<file path="config.mk">
export PLATFORM = sky130hd
export DESIGN_NAME = cdhc_top
export DESIGN_NICKNAME = d
export VERILOG_FILES = /design/src/cdhc_pkg.sv /design/src/cdhc_sync3.sv /design/src/cdhc_top.sv
export VERILOG_INCLUDE_DIRS = /design/src
export SDC_FILE = /design/constraint.sdc
export NUM_CORES = 1
export LEC_CHECK = 0
export BUFFER_PORTS_ARGS = -buffer_cell sky130_fd_sc_hd__clkbuf_2
export CAP_MARGIN = 20
export CORE_MARGIN = 2
export CORE_UTILIZATION = 35
export DETAILED_ROUTE_END_ITERATION = 10
export PLACE_DENSITY_LB_ADDON = 0.12
export SLEW_MARGIN = 20
export SYNTH_ARGS = -nofsm -noshare
export SYNTH_HDL_FRONTEND = slang
export SYNTH_SLANG_ARGS = --single-unit
</file>
<file path="constraint.sdc">
create_clock -name pclk -period 5.17 [get_ports pclk]
set_clock_uncertainty 0.1 [all_clocks]
set_input_delay 0.7755 -clock pclk [delete_from_list [all_inputs] [get_ports pclk]]
set_output_delay 0.7755 -clock pclk [all_outputs]
set_load 0.02 [all_outputs]
</file>
<file path="src/cdhc_map.svh">
// Constant map for the CD host control and status pin block
`ifndef CDHC_MAP_SVH
`define CDHC_MAP_SVH

// ----------------------------------------------------------------------------
// Clock and timing
// ----------------------------------------------------------------------------
`define CDHC_CLK_HZ          20000000
`define CDHC_LOCK_RATE_HZ    460
`define CDHC_LOCK_LOW_LAST   3'h7

// ----------------------------------------------------------------------------
// Widths
// ----------------------------------------------------------------------------
`define CDHC_CMD_W           24
`define CDHC_SUBQ_W          80
`define CDHC_SENSE_W         8
`define CDHC_AUDIO_W         16

// ----------------------------------------------------------------------------
// Command word fields
// ----------------------------------------------------------------------------
`define CDHC_CMD_MONSEL_LO   0
`define CDHC_CMD_MONSEL_HI   1
`define CDHC_CMD_LOCKIN      2
`define CDHC_CMD_RESET       24'h000000

// ----------------------------------------------------------------------------
// APB register offsets and status bits
// ----------------------------------------------------------------------------
`define CDHC_REG_CMD         12'h000
`define CDHC_REG_STATUS      12'h004
`define CDHC_ST_LOCK         0
`define CDHC_ST_SYNCF        1
`define CDHC_ST_MUTE         2
`define CDHC_ST_LOCKIN       3
`define CDHC_ST_MONSEL_LO    4
`define CDHC_ST_MONSEL_HI    5
`define CDHC_ST_FSG          6
`define CDHC_ST_INRESET      7

// ----------------------------------------------------------------------------
// Synchronised pin indices and reset levels
// ----------------------------------------------------------------------------
`define CDHC_NPINS           8
`define CDHC_PIN_SHCLK       0
`define CDHC_PIN_DATA        1
`define CDHC_PIN_LATCH_N     2
`define CDHC_PIN_SUBQCLK     3
`define CDHC_PIN_SENSECLK    4
`define CDHC_PIN_MUTE        5
`define CDHC_PIN_SYSRST_N    6
`define CDHC_PIN_LOCK        7
`define CDHC_PIN_RESET_VALS  8'h04

`endif

</file>
<file path="src/cdhc_pkg.sv">
// Types shared by the CD host control and status pin block
`include "cdhc_map.svh"

package cdhc_pkg;

  typedef enum logic [1:0] {
    CDHC_MON_DEFAULT  = 2'h0,
    CDHC_MON_INTERNAL = 2'h1,
    CDHC_MON_FRAME    = 2'h2,
    CDHC_MON_RSVD     = 2'h3
  } cdhc_monsel_e;

  typedef logic [`CDHC_CMD_W-1:0] cdhc_cmd_t;

endpackage

</file>
<file path="src/cdhc_sync3.sv">
// Three-flop pin synchroniser with agreement filter and edge pulses
`timescale 1ns/1ps
`default_nettype none

module cdhc_sync3 #(
  parameter logic RESET_VAL = 1'b0
) (
  input  wire logic pclk,     // System clock
  input  wire logic presetn,  // Async reset, active low
  input  wire logic pin,      // Asynchronous pin level
  output logic      level,    // Filtered level
  output logic      rise,     // One-cycle pulse on rising change
  output logic      fall      // One-cycle pulse on falling change
);

  logic ff1;
  logic ff2;
  logic ff3;
  logic next_level;

  // --------------------------------------------------------------------------
  // Change counts once second and third flops agree
  // --------------------------------------------------------------------------
  always_comb begin
    next_level = (ff2 == ff3) ? ff3 : level;
  end

  always_ff @(posedge pclk or negedge presetn) begin
    if (!presetn) begin
      ff1   <= RESET_VAL;
      ff2   <= RESET_VAL;
      ff3   <= RESET_VAL;
      level <= RESET_VAL;
    end else begin
      ff1   <= pin;
      ff2   <= ff1;
      ff3   <= ff2;
      level <= next_level;
    end
  end

  assign rise = next_level & ~level;
  assign fall = ~next_level & level;

endmodule // cdhc_sync3

`default_nettype wire

</file>
<file path="src/cdhc_top.sv">
// CD host control and status pins: serial command, readout, lock, monitor mux
//
// Register access over APB and the address map were decided locally.
`timescale 1ns/1ps
`default_nettype none
`include "cdhc_map.svh"

module cdhc_top #(
  parameter int LOCK_SAMPLE_CYCLES = `CDHC_CLK_HZ / `CDHC_LOCK_RATE_HZ,
  parameter int CMD_W              = `CDHC_CMD_W,
  parameter int SUBQ_W             = `CDHC_SUBQ_W,
  parameter int SENSE_W            = `CDHC_SENSE_W,
  parameter int AUDIO_W            = `CDHC_AUDIO_W
) (
  input  wire logic               pclk,                   // System clock, 20 MHz
  input  wire logic               presetn,                // Async reset, active low
  input  wire logic               psel,                   // APB select
  input  wire logic               penable,                // APB enable
  input  wire logic               pwrite,                 // APB direction
  input  wire logic [11:0]        paddr,                  // APB byte address
  input  wire logic [31:0]        pwdata,                 // APB write data
  output logic      [31:0]        prdata,                 // APB read data
  output logic                    pready,                 // APB ready
  output logic                    pslverr,                // APB error, unmapped
  input  wire logic               system_reset_n,         // System reset pin
  input  wire logic               mute_in,                // Mute pin
  input  wire logic               cmd_data,               // Serial command data pin
  input  wire logic               cmd_shift_clock,        // Serial command clock pin
  input  wire logic               cmd_latch_n,            // Command latch pin
  input  wire logic               subq_readout_clock,     // Subq readout clock pin
  output logic                    subq_serial_out,        // Subq serial data pin
  input  wire logic               sense_readout_clock,    // Sense readout clock pin
  output logic                    sense_out,              // Sense serial data pin
  input  wire logic               lock_i,                 // Lock pin input side
  output logic                    lock_o,                 // Lock pin output side
  output logic                    lock_oe_n,              // Lock pin enable, low drives
  output logic                    lock_status,            // Lock level seen by core
  input  wire logic               subq_load,              // Load readout word
  input  wire logic [SUBQ_W-1:0]  subq_word,              // Readout word
  input  wire logic               sense_load,             // Load sense word
  input  wire logic [SENSE_W-1:0] sense_word,             // Sense word
  input  wire logic               sync_s0,                // Subcode sync S0 found
  input  wire logic               sync_s1,                // Subcode sync S1 found
  input  wire logic               frame_sync_found,       // Frame sync detected
  input  wire logic               insertion_match,        // Expected insertion timing
  output logic                    subcode_sync_flag,      // Subcode sync flag pin
  output logic                    frame_sync_good,        // Frame sync good
  input  wire logic [AUDIO_W-1:0] audio_in,               // Audio sample in
  output logic      [AUDIO_W-1:0] audio_out,              // Audio sample out
  input  wire logic               raw_frame_sync_n,       // Monitor source
  input  wire logic               inverted_pll_clock,     // Monitor source
  input  wire logic               c2_error_pointer,       // Monitor source
  input  wire logic               monitor_sig_0,          // Monitor source
  input  wire logic               monitor_sig_1,          // Monitor source
  input  wire logic               monitor_sig_3,          // Monitor source
  input  wire logic               crystal_frame_clock,    // Monitor source
  input  wire logic               jitter_buffer_overflow, // Monitor source
  input  wire logic               sync_window_open,       // Monitor source
  output logic      [3:0]         monitor_pins            // Monitor pins 3..0
);

  localparam int TW = $clog2(LOCK_SAMPLE_CYCLES + 1);
  localparam logic [TW-1:0] TICK_LAST = TW'(LOCK_SAMPLE_CYCLES - 1);

  // --------------------------------------------------------------------------
  // Parameter checks
  // --------------------------------------------------------------------------
  if (LOCK_SAMPLE_CYCLES < 2 || CMD_W < 3 || CMD_W > 32 || SUBQ_W < 2 ||
      SENSE_W < 2 || AUDIO_W < 1) begin : g_bad_param
    $error("cdhc_top: parameter out of range");
  end

  // --------------------------------------------------------------------------
  // Pin synchronisers
  // --------------------------------------------------------------------------
  logic [`CDHC_NPINS-1:0] pins;
  logic [`CDHC_NPINS-1:0] pin_lvl;
  logic [`CDHC_NPINS-1:0] pin_rise;
  logic [`CDHC_NPINS-1:0] pin_fall;
  localparam logic [`CDHC_NPINS-1:0] PIN_RST = `CDHC_PIN_RESET_VALS;

  always_comb begin
    pins                       = '0;
    pins[`CDHC_PIN_SHCLK]      = cmd_shift_clock;
    pins[`CDHC_PIN_DATA]       = cmd_data;
    pins[`CDHC_PIN_LATCH_N]    = cmd_latch_n;
    pins[`CDHC_PIN_SUBQCLK]    = subq_readout_clock;
    pins[`CDHC_PIN_SENSECLK]   = sense_readout_clock;
    pins[`CDHC_PIN_MUTE]       = mute_in;
    pins[`CDHC_PIN_SYSRST_N]   = system_reset_n;
    pins[`CDHC_PIN_LOCK]       = lock_i;
  end

  for (genvar i = 0; i < `CDHC_NPINS; i++) begin : g_sync
    cdhc_sync3 #(
      .RESET_VAL (PIN_RST[i])
    ) u_sync (
      .pclk    (pclk),
      .presetn (presetn),
      .pin     (pins[i]),
      .level   (pin_lvl[i]),
      .rise    (pin_rise[i]),
      .fall    (pin_fall[i])
    );
  end

  logic srst;
  assign srst = ~pin_lvl[`CDHC_PIN_SYSRST_N];

  // --------------------------------------------------------------------------
  // Command shift register and latch, plus APB write of the command
  // --------------------------------------------------------------------------
  logic [CMD_W-1:0] cmd_shift;
  logic [CMD_W-1:0] cmd_word;
  logic [CMD_W-1:0] next_cmd_shift;
  logic [CMD_W-1:0] next_cmd_word;
  logic             apb_wr;
  logic             apb_rd_setup;

  assign apb_wr       = psel & penable & pwrite;
  assign apb_rd_setup = psel & ~penable;

  always_comb begin
    next_cmd_shift = cmd_shift;
    next_cmd_word  = cmd_word;
    if (srst) begin
      next_cmd_shift = '0;
      next_cmd_word  = CMD_W'(`CDHC_CMD_RESET);
    end else begin
      if (pin_rise[`CDHC_PIN_SHCLK]) begin
        next_cmd_shift = {cmd_shift[CMD_W-2:0], pin_lvl[`CDHC_PIN_DATA]};
      end
      if (pin_fall[`CDHC_PIN_LATCH_N]) begin
        next_cmd_word = cmd_shift;
      end else if (apb_wr && paddr == `CDHC_REG_CMD) begin
        next_cmd_word = pwdata[CMD_W-1:0];
      end
    end
  end

  always_ff @(posedge pclk or negedge presetn) begin
    if (!presetn) begin
      cmd_shift <= '0;
      cmd_word  <= CMD_W'(`CDHC_CMD_RESET);
    end else begin
      cmd_shift <= next_cmd_shift;
      cmd_word  <= next_cmd_word;
    end
  end

  cdhc_pkg::cdhc_monsel_e monsel;
  logic                   lock_sel;
  assign monsel   = cdhc_pkg::cdhc_monsel_e'({cmd_word[`CDHC_CMD_MONSEL_HI], cmd_word[`CDHC_CMD_MONSEL_LO]});
  assign lock_sel = cmd_word[`CDHC_CMD_LOCKIN];

  // --------------------------------------------------------------------------
  // Frame sync good and lock detector
  // --------------------------------------------------------------------------
  logic          fsg;
  logic          lock_q;
  logic [TW-1:0] tick_cnt;
  logic [2:0]    low_cnt;
  logic          tick;
  logic          next_fsg;
  logic          next_lock;
  logic [TW-1:0] next_tick_cnt;
  logic [2:0]    next_low_cnt;

  assign tick = (tick_cnt == TICK_LAST);

  always_comb begin
    next_fsg      = frame_sync_found & insertion_match;
    next_lock     = lock_q;
    next_low_cnt  = low_cnt;
    next_tick_cnt = tick ? '0 : tick_cnt + TW'(1);
    if (tick) begin
      if (fsg) begin
        next_lock    = 1'b1;
        next_low_cnt = '0;
      end else if (low_cnt == `CDHC_LOCK_LOW_LAST) begin
        next_lock    = 1'b0;
      end else begin
        next_low_cnt = low_cnt + 3'h1;
      end
    end
    if (srst) begin
      next_fsg      = 1'b0;
      next_lock     = 1'b0;
      next_low_cnt  = '0;
      next_tick_cnt = '0;
    end
  end

  always_ff @(posedge pclk or negedge presetn) begin
    if (!presetn) begin
      fsg      <= 1'b0;
      lock_q   <= 1'b0;
      tick_cnt <= '0;
      low_cnt  <= '0;
    end else begin
      fsg      <= next_fsg;
      lock_q   <= next_lock;
      tick_cnt <= next_tick_cnt;
      low_cnt  <= next_low_cnt;
    end
  end

  assign lock_o          = lock_q;
  assign lock_oe_n       = lock_sel;
  assign lock_status     = lock_sel ? pin_lvl[`CDHC_PIN_LOCK] : lock_q;
  assign frame_sync_good = fsg;

  // --------------------------------------------------------------------------
  // Serial readout of subq and sense words, MSB first
  // --------------------------------------------------------------------------
  logic [SUBQ_W-1:0]  subq_sr;
  logic [SENSE_W-1:0] sense_sr;
  logic [SUBQ_W-1:0]  next_subq_sr;
  logic [SENSE_W-1:0] next_sense_sr;

  always_comb begin
    next_subq_sr  = subq_sr;
    next_sense_sr = sense_sr;
    if (srst) begin
      next_subq_sr  = '0;
      next_sense_sr = '0;
    end else begin
      if (subq_load) begin
        next_subq_sr = subq_word;
      end else if (pin_rise[`CDHC_PIN_SUBQCLK]) begin
        next_subq_sr = {subq_sr[SUBQ_W-2:0], 1'b0};
      end
      if (sense_load) begin
        next_sense_sr = sense_word;
      end else if (pin_rise[`CDHC_PIN_SENSECLK]) begin
        next_sense_sr = {sense_sr[SENSE_W-2:0], 1'b0};
      end
    end
  end

  always_ff @(posedge pclk or negedge presetn) begin
    if (!presetn) begin
      subq_sr  <= '0;
      sense_sr <= '0;
    end else begin
      subq_sr  <= next_subq_sr;
      sense_sr <= next_sense_sr;
    end
  end

  assign subq_serial_out = subq_sr[SUBQ_W-1];
  assign sense_out       = sense_sr[SENSE_W-1];

  // --------------------------------------------------------------------------
  // Pin outputs: sync flag, mute, monitor mux
  // --------------------------------------------------------------------------
  logic               next_syncf;
  logic [AUDIO_W-1:0] next_audio;
  logic [3:0]         next_mon;

  always_comb begin
    next_syncf = sync_s0 | sync_s1;
    next_audio = pin_lvl[`CDHC_PIN_MUTE] ? '0 : audio_in;
    case (monsel)
      cdhc_pkg::CDHC_MON_INTERNAL: next_mon = {monitor_sig_1, monitor_sig_0, monitor_sig_3, c2_error_pointer};
      cdhc_pkg::CDHC_MON_FRAME:    next_mon = {crystal_frame_clock, inverted_pll_clock,
                                               jitter_buffer_overflow, sync_window_open};
      default:                     next_mon = {raw_frame_sync_n, inverted_pll_clock, fsg, c2_error_pointer};
    endcase
    if (srst) begin
      next_syncf = 1'b0;
      next_audio = '0;
      next_mon   = '0;
    end
  end

  always_ff @(posedge pclk or negedge presetn) begin
    if (!presetn) begin
      subcode_sync_flag <= 1'b0;
      audio_out         <= '0;
      monitor_pins      <= '0;
    end else begin
      subcode_sync_flag <= next_syncf;
      audio_out         <= next_audio;
      monitor_pins      <= next_mon;
    end
  end

  // --------------------------------------------------------------------------
  // APB slave: zero wait states, read data captured in setup cycle
  // --------------------------------------------------------------------------
  logic [31:0] next_prdata;
  logic        next_pslverr;
  logic [31:0] status;

  always_comb begin
    status                      = '0;
    status[`CDHC_ST_LOCK]       = lock_status;
    status[`CDHC_ST_SYNCF]      = subcode_sync_flag;
    status[`CDHC_ST_MUTE]       = pin_lvl[`CDHC_PIN_MUTE];
    status[`CDHC_ST_LOCKIN]     = lock_sel;
    status[`CDHC_ST_MONSEL_LO]  = cmd_word[`CDHC_CMD_MONSEL_LO];
    status[`CDHC_ST_MONSEL_HI]  = cmd_word[`CDHC_CMD_MONSEL_HI];
    status[`CDHC_ST_FSG]        = fsg;
    status[`CDHC_ST_INRESET]    = srst;
  end

  always_comb begin
    next_prdata  = prdata;
    next_pslverr = pslverr;
    if (apb_rd_setup) begin
      next_prdata  = '0;
      next_pslverr = 1'b0;
      if (paddr == `CDHC_REG_CMD) begin
        next_prdata = 32'(cmd_word);
      end else if (paddr == `CDHC_REG_STATUS) begin
        next_prdata = pwrite ? '0 : status;
      end else begin
        next_pslverr = 1'b1;
      end
    end
  end

  always_ff @(posedge pclk or negedge presetn) begin
    if (!presetn) begin
      prdata  <= '0;
      pslverr <= 1'b0;
    end else begin
      prdata  <= next_prdata;
      pslverr <= next_pslverr;
    end
  end

  assign pready = 1'b1;

  // --------------------------------------------------------------------------
  // Assertions
  // --------------------------------------------------------------------------
  lock_set_a: assert property (@(posedge pclk) disable iff (!presetn)
    (tick && fsg && !srst) |=> lock_q)
    else $error("lock not set on good sample");

  lock_drop_a: assert property (@(posedge pclk) disable iff (!presetn)
    ($fell(lock_q) && !$past(srst)) |-> $past(tick && !fsg && low_cnt == `CDHC_LOCK_LOW_LAST))
    else $error("lock fell before eight low samples");

  lock_dir_a: assert property (@(posedge pclk) disable iff (!presetn)
    lock_sel |-> (lock_oe_n && lock_status == pin_lvl[`CDHC_PIN_LOCK]))
    else $error("lock pin driven while input selected");

  cmd_latch_a: assert property (@(posedge pclk) disable iff (!presetn)
    (pin_fall[`CDHC_PIN_LATCH_N] && !srst) |=> cmd_word == $past(cmd_shift))
    else $error("command not captured on latch fall");

  sys_reset_a: assert property (@(posedge pclk) disable iff (!presetn)
    srst |=> (!lock_q && subq_sr == '0 && monitor_pins == 4'h0 && audio_out == '0))
    else $error("logic active during system reset");

  mute_out_a: assert property (@(posedge pclk) disable iff (!presetn)
    (!srst && !pin_lvl[`CDHC_PIN_MUTE]) |=> audio_out == $past(audio_in))
    else $error("audio wrong while not muted");

  sync_flag_a: assert property (@(posedge pclk) disable iff (!presetn)
    (!srst && (sync_s0 || sync_s1)) |=> subcode_sync_flag)
    else $error("subcode sync flag missed");

  subq_shift_a: assert property (@(posedge pclk) disable iff (!presetn)
    (!srst && !subq_load && pin_rise[`CDHC_PIN_SUBQCLK]) |=> subq_serial_out == $past(subq_sr[SUBQ_W-2]))
    else $error("subq bit did not advance");

  sense_shift_a: assert property (@(posedge pclk) disable iff (!presetn)
    (!srst && !sense_load && pin_rise[`CDHC_PIN_SENSECLK]) |=> sense_out == $past(sense_sr[SENSE_W-2]))
    else $error("sense bit did not advance");

  mon_frame_a: assert property (@(posedge pclk) disable iff (!presetn)
    (!srst && monsel == cdhc_pkg::CDHC_MON_FRAME) |=>
      monitor_pins == $past({crystal_frame_clock, inverted_pll_clock, jitter_buffer_overflow, sync_window_open}))
    else $error("frame monitor set not routed");

  mon_default_a: assert property (@(posedge pclk) disable iff (!presetn)
    (!srst && monsel == cdhc_pkg::CDHC_MON_DEFAULT) |=>
      monitor_pins == $past({raw_frame_sync_n, inverted_pll_clock, fsg, c2_error_pointer}))
    else $error("default monitor set not routed");

  fsg_match_a: assert property (@(posedge pclk) disable iff (!presetn)
    (!srst && frame_sync_found && insertion_match) |=> frame_sync_good)
    else $error("frame sync good missed");

  reset_dflt_a: assert property (@(posedge pclk) disable iff (!presetn)
    srst |=> (monsel == cdhc_pkg::CDHC_MON_DEFAULT && !lock_oe_n))
    else $error("reset did not restore defaults");

  cmd_msb_a: assert property (@(posedge pclk) disable iff (!presetn)
    (!srst && pin_rise[`CDHC_PIN_SHCLK]) |=> cmd_shift[0] == $past(pin_lvl[`CDHC_PIN_DATA]))
    else $error("command bit not shifted in");

endmodule // cdhc_top

`default_nettype wire

</file>
[Word level (Yosys, flattened, before mapping)]
Cells that the tools add are included.
Storage, ports and cells
  input bits: 176
  memory bits (read-only): 0
  latch bits: 0
  bits in registers: 243
  memories kept: 0
  logic and storage cells: 123
  RAM bits: 0
Operators by class
  bitwise operators: 15
  mux-type cells: 37
  $lt $le $gt $ge: 0
  div/mod/pow operators: 0
  eq/ne operators: 20
  shift operators: 0
  multiply operators: 0
  add/sub/neg operators: 2
  reduce and logical (&&, ||, !) cells: 4
Operators by type and width (number)
  $mux W80: 3
  $mux W24: 6
  $mux W16: 4
  $mux W8: 5
  $add A16 B1 Y16 const B: 1
  $eq A16 B16 Y1 const B: 1
  $ne A3 B3 Y1 const B: 5
  $mux W1: 13
  $eq A12 B3 Y1 const B: 1
  $logic_not A12 Y1: 1
  $mux W3: 4
  $and A1 B1 Y1: 8
  $eq A1 B1 Y1: 8
  $pmux W4 S2: 1
  $not A1 Y1: 6
  $mux W4: 1
  $ne A2 B2 Y1 const B: 2
  $reduce_and A2 Y1: 2
  $add A3 B1 Y3 const B: 1
  $eq A3 B3 Y1 const B: 1
  $eq A2 B1 Y1 const B: 1
  $eq A2 B2 Y1 const B: 1
  $logic_and A1 B1 Y1: 1
  $or A1 B1 Y1: 1

[Logic depth before layout (Yosys ltp)]
  depth in word-level cells: 6
  depth in mapped cells: 8
  depth with buffers taken out: 6

[Modules after synthesis]
A second synthesis with hierarchy kept.
Unflattened totals
  cell total of the unflattened synthesis: 1011
  area total of the unflattened synthesis: 10739.0 um2
By module, submodules not included
  cdhc_top: area each 9703.1 um2, cells an instance 955, instances 1
  cdhc_sync3 at g_sync[0].u_sync ...: area each 128.9 um2, cells an instance 7, instances 7
  cdhc_sync3 at g_sync[2].u_sync: area each 133.9 um2, cells an instance 7, instances 1

[Least setup slack after synthesis]
Ideal clock, no wire load.
  path type: input to register
  start: input port paddr[9]
  end: register cmd_word[10]
  arrival: 2.468 ns
  required time: 4.945 ns
  slack: 2.477 ns
  stages: 5
  path through: or4_4 > nor4_4 > a41oi_4 > buf_6 > mux2_4
Between the ends
  longest elaborated chain between the ends: 3
Ends and longest elaborated chain
  start, declared: RTL line cdhc_top.sv:20  | input wire logic [11:0] paddr,
  $logic_not A12 Y1 (no source line)
  $logic_and A1 B1 Y1 (no source line)
  $ne A3 B3 Y1 (no source line)
  end signal, assigned: RTL line cdhc_top.sv:144  | cmd_word <= CMD_W'(`CDHC_CMD_RESET);
  end signal, assigned: RTL line cdhc_top.sv:147  | cmd_word <= next_cmd_word;
  end, declared: RTL line cdhc_top.sv:114  | logic [CMD_W-1:0] cmd_word;
Every way passes these cells.
A chain may end at the register's enable or synchronous reset.

[Final worst setup path]
  start: register g_sync[6].u_sync.level
  end: register cmd_word[4]
Between the ends
  longest elaborated chain between the ends: 1
Ends and longest elaborated chain
  start, declared: RTL line cdhc_sync3.sv:11  | output logic level,
  start signal, assigned: RTL line cdhc_sync3.sv:38  | level <= next_level;
  $ne A3 B3 Y1 (no source line) or $mux W24 (tied branches)
Several ways; a longest one is shown, not always the timed one.

==> results_dict.tcl <==
set metrics [dict create \
    tightest_slew_ps 1030 \
    track_usage 0.155 \
    ctsResizeCount 0 \
    grt_pass1_vias 8080 \
    dp_slack_ps 2130 \
    power_switching_share 0.253 \
    grt_antenna_before_repair 0 \
    cts_buffers 28 \
    cts_buffer_depth 3 \
    p_seq_frac 0.443 \
    maxSlewViolCount 0 \
    ff2ff_path_depth 4 \
    ant_nets 0 \
    postLayoutSetupSlackWorst_ps 2650 \
    timing.final.crit_period_ps 2520 \
    yosysMostFrequentCell "nand2_1" \
    io_buffers 219 \
    wire_per_inst_um 14.1 \
    cts-root-buf "clkbuf_16" \
    post_cts_buffers 0 \
    critPathMaxFanout 94 \
    synth_top_cell_by_area "dfrtp_1" \
    drive_above_1_share 0.235 \
    synth_edf_count 0 \
    yosys_warnings 0 \
    finalSetupTns_ps 0 \
    vias 8276 \
    htreeDepth 1 \
    finish.net_count 1514 \
    avgSynthCellArea_um2 9.31 \
    drc 0 \
    comb_power_share 0.117 \
    hpwl_um 15800 \
    status "finished clean" \
    syn2layout_area_growth_pct 22.0 \
    grt_max_degree 160 \
    timing.rr.end "cmd_word[4]$_DFFE_PN0P_" \
    first_pass_iters 4 \
    hold_ws_ps 172 \
    cts_tree "yes" \
    yosysSeqAreaShare 0.550 \
    period_share 0.488 \
    p_leak_nw 6.15 \
    clkPwrFrac 0.440 \
    finalPower_mw 4.65 \
    clk_latency_ps 530 \
    rows 64 \
    netlist_instances 1150 \
    rrSetupSlack_ps 2650 \
    synthFlopType "dfrtp_1" \
    drt_iter0_drc 427 \
    dieArea_um2 32000 \
    grt_setup_unrepaired "false" \
    cts_hold_buf 0 \
    power-per-cell-area_nw_per_um2 356 \
    coreArea_um2 30300 \
    seqCellArea_um2 5890 \
    fmax_ghz 0.396 \
    async_flop_share 1.00 \
    regToRegStartpoint "g_sync[6].u_sync.level$_DFFE_PN0N_" \
    switchingPower_mw 1.18 \
    grt_pass1_wl_um 40800 \
    synth_common_cells "nand2_1 (237), dfrtp_1 (231), o21ai_0 (183)" \
    drv_cap 0 \
    overflow 0 \
    synth_top_area_frac 0.540 \
    viasPerCell 4.73 \
    place_area_um2 12100 \
    place_congestion 0.729 \
    boundaryPins 237 \
    hold_violations 0 \
    start_util 0.353 \
    relSlewSlack 0.308 \
    cts.sinks 235 \
    clkSlewWorstSetupHoldPaths_ps 60 \
    die_x_um 179 \
    syn_area_um2 10700 \
    fillers 3033 \
    final_cell_area_um2 13100 \
    synth-seq-cells 235 \
    ys_types 52 \
    arrival_ps 2830 \
    irDropWorstVdd_uv 250 \
    internal_power_mw 3.47 \
    synthTopCellsByArea "dfrtp_1 (54%), o21ai_0 (8.6%), nand2_1 (8.3%)" \
    totalWireLength_um 24600 \
    finalSetupViolations 0 \
    multi_input_area_um2 4130 \
    hp-class "input pin to asynchronous set/reset pin" \
    die_h_um 179 \
    cp-start-kind "flop" \
    crit_required_ps 5480 \
    crit_type "flop to flop" \
    end_kind "flop" \
]
==> metal layers <==
layer	share of wire	wire [um]	vias to the layer above	GRT usage
met2	0.43	10700	209	0.237
met4	0.019	471	0	0.0366
met5	0	0	-	0
li1	-	-	4152	-
met3	0.070	1720	27	0.0363
met1	0.48	11700	3888	0.223
==> per-stage QoR <==
stage          std cells   util
6_report            1751  0.430
5_1_grt             1750  0.430
4_1_cts             1750  0.430
3_5_place_dp        1698  0.398
3_3_place_gp        1698  0.398
2_1_floorplan       1157      -
==> how the worst max path moves through the flow <==
stage | start | end | slack, ps | depth (start not counted)
4_1_cts | g_sync[6].u_sync.level$_DFFE_PN0N_ | cmd_word[4]$_DFFE_PN0P_ | 2610 | 4
3_3_place_gp | paddr[9] | cmd_word[19]$_DFFE_PN0P_ | 2140 | 6
3_5_place_dp | paddr[9] | cmd_word[16]$_DFFE_PN0P_ | 2130 | 6
6_report | g_sync[6].u_sync.level$_DFFE_PN0N_ | cmd_word[4]$_DFFE_PN0P_ | 2650 | 4
2_1_floorplan | paddr[9] | cmd_word[10]$_DFFE_PN0P_ | 2480 | 5
5_1_grt | g_sync[6].u_sync.level$_DFFE_PN0N_ | cmd_word[4]$_DFFE_PN0P_ | 2470 | 4
==> critical path, cell delays in order (launching register included) <==
cell	delay, ps
dfrtp_4	1040
nand2_1	200
a41oi_4	220
buf_4	430
mux2_2	380
==> power by group through the flow <==
stage               combinational (mW)  sequential, mW  clock [mW]
detailed placement               0.557            2.10           0
finish                           0.545            2.06        2.05
global placement                 0.553            2.09           0
CTS                              0.560            2.06        2.11
global route                     0.628            2.08        2.19
floorplan                        0.338            2.09           0
==> sequential cells by signal, summed over array words and instances (netlist names) <==
signal	cells
subq_sr	80
frame_sync_good	1
audio_out	16
g_sync.u_sync.ff3	8
tick_cnt	16
sense_sr	8
monitor_pins	4
cmd_word	24
prdata	24
low_cnt	3
lock_o	1
g_sync.u_sync.ff1	8
g_sync.u_sync.level	8
cmd_shift	24
subcode_sync_flag	1
pslverr	1
g_sync.u_sync.ff2	8
==> layout make-up <==
cell class | count | share of cell area
tap | 396 | 0.0379
sequential | 235 | 0.451
multi-input combinational | 745 | 0.316
clock buffer | 45 | 0.0686
timing repair buffer | 229 | 0.0925
antenna | 1 | 0.000192
clock inverter | 7 | 0.00699
inverter | 93 | 0.0267
==> cells by family after synthesis <==
kind of cell / synth area share
muxes: 0.0373
DFF: 0.550
and+or+nand+nor: 0.177
AOI/OAI and AO/OA: 0.145
xor gates and xnor gates: 0.00981
buffers and inverters: 0.0687
other: 0.000701
adders and majority gates: 0.0117
==> cells in the final DEF, fill, tap and decap left out, types with 4 or more instances in the layout <==
| cell type | synthesis | routed |
|---|---|---|
| nand4_1 | 4 | 4 |
| xnor2_1 | 6 | 6 |
| o21ai_0 | 183 | 183 |
| nor2b_1 | 6 | 6 |
| conb_1 | 2 | 9 |
| a32oi_1 | 5 | 5 |
| and2_1 | 21 | 21 |
| clkbuf_2 | 1 | 217 |
| mux2_4 | 18 | 18 |
| mux2_2 | 7 | 7 |
| nor3_1 | 4 | 4 |
| a21boi_0 | 52 | 52 |
| xor2_1 | 6 | 6 |
| nand3_1 | 96 | 96 |
| nor2_1 | 17 | 17 |
| nand2_1 | 237 | 237 |
| dfrtp_1 | 231 | 230 |
| dfstp_2 | 4 | 4 |
| clkbuf_16 | 0 | 29 |
| inv_1 | 93 | 93 |
| clkbuf_8 | 2 | 11 |
| ha_1 | 6 | 6 |
| maj3_1 | 5 | 5 |
| buf_4 | 9 | 9 |
| a21oi_1 | 17 | 17 |
| mux2i_1 | 5 | 5 |
| clkbuf_1 | 62 | 5 |
Note: power is estimated with default switching activity, not from simulation.
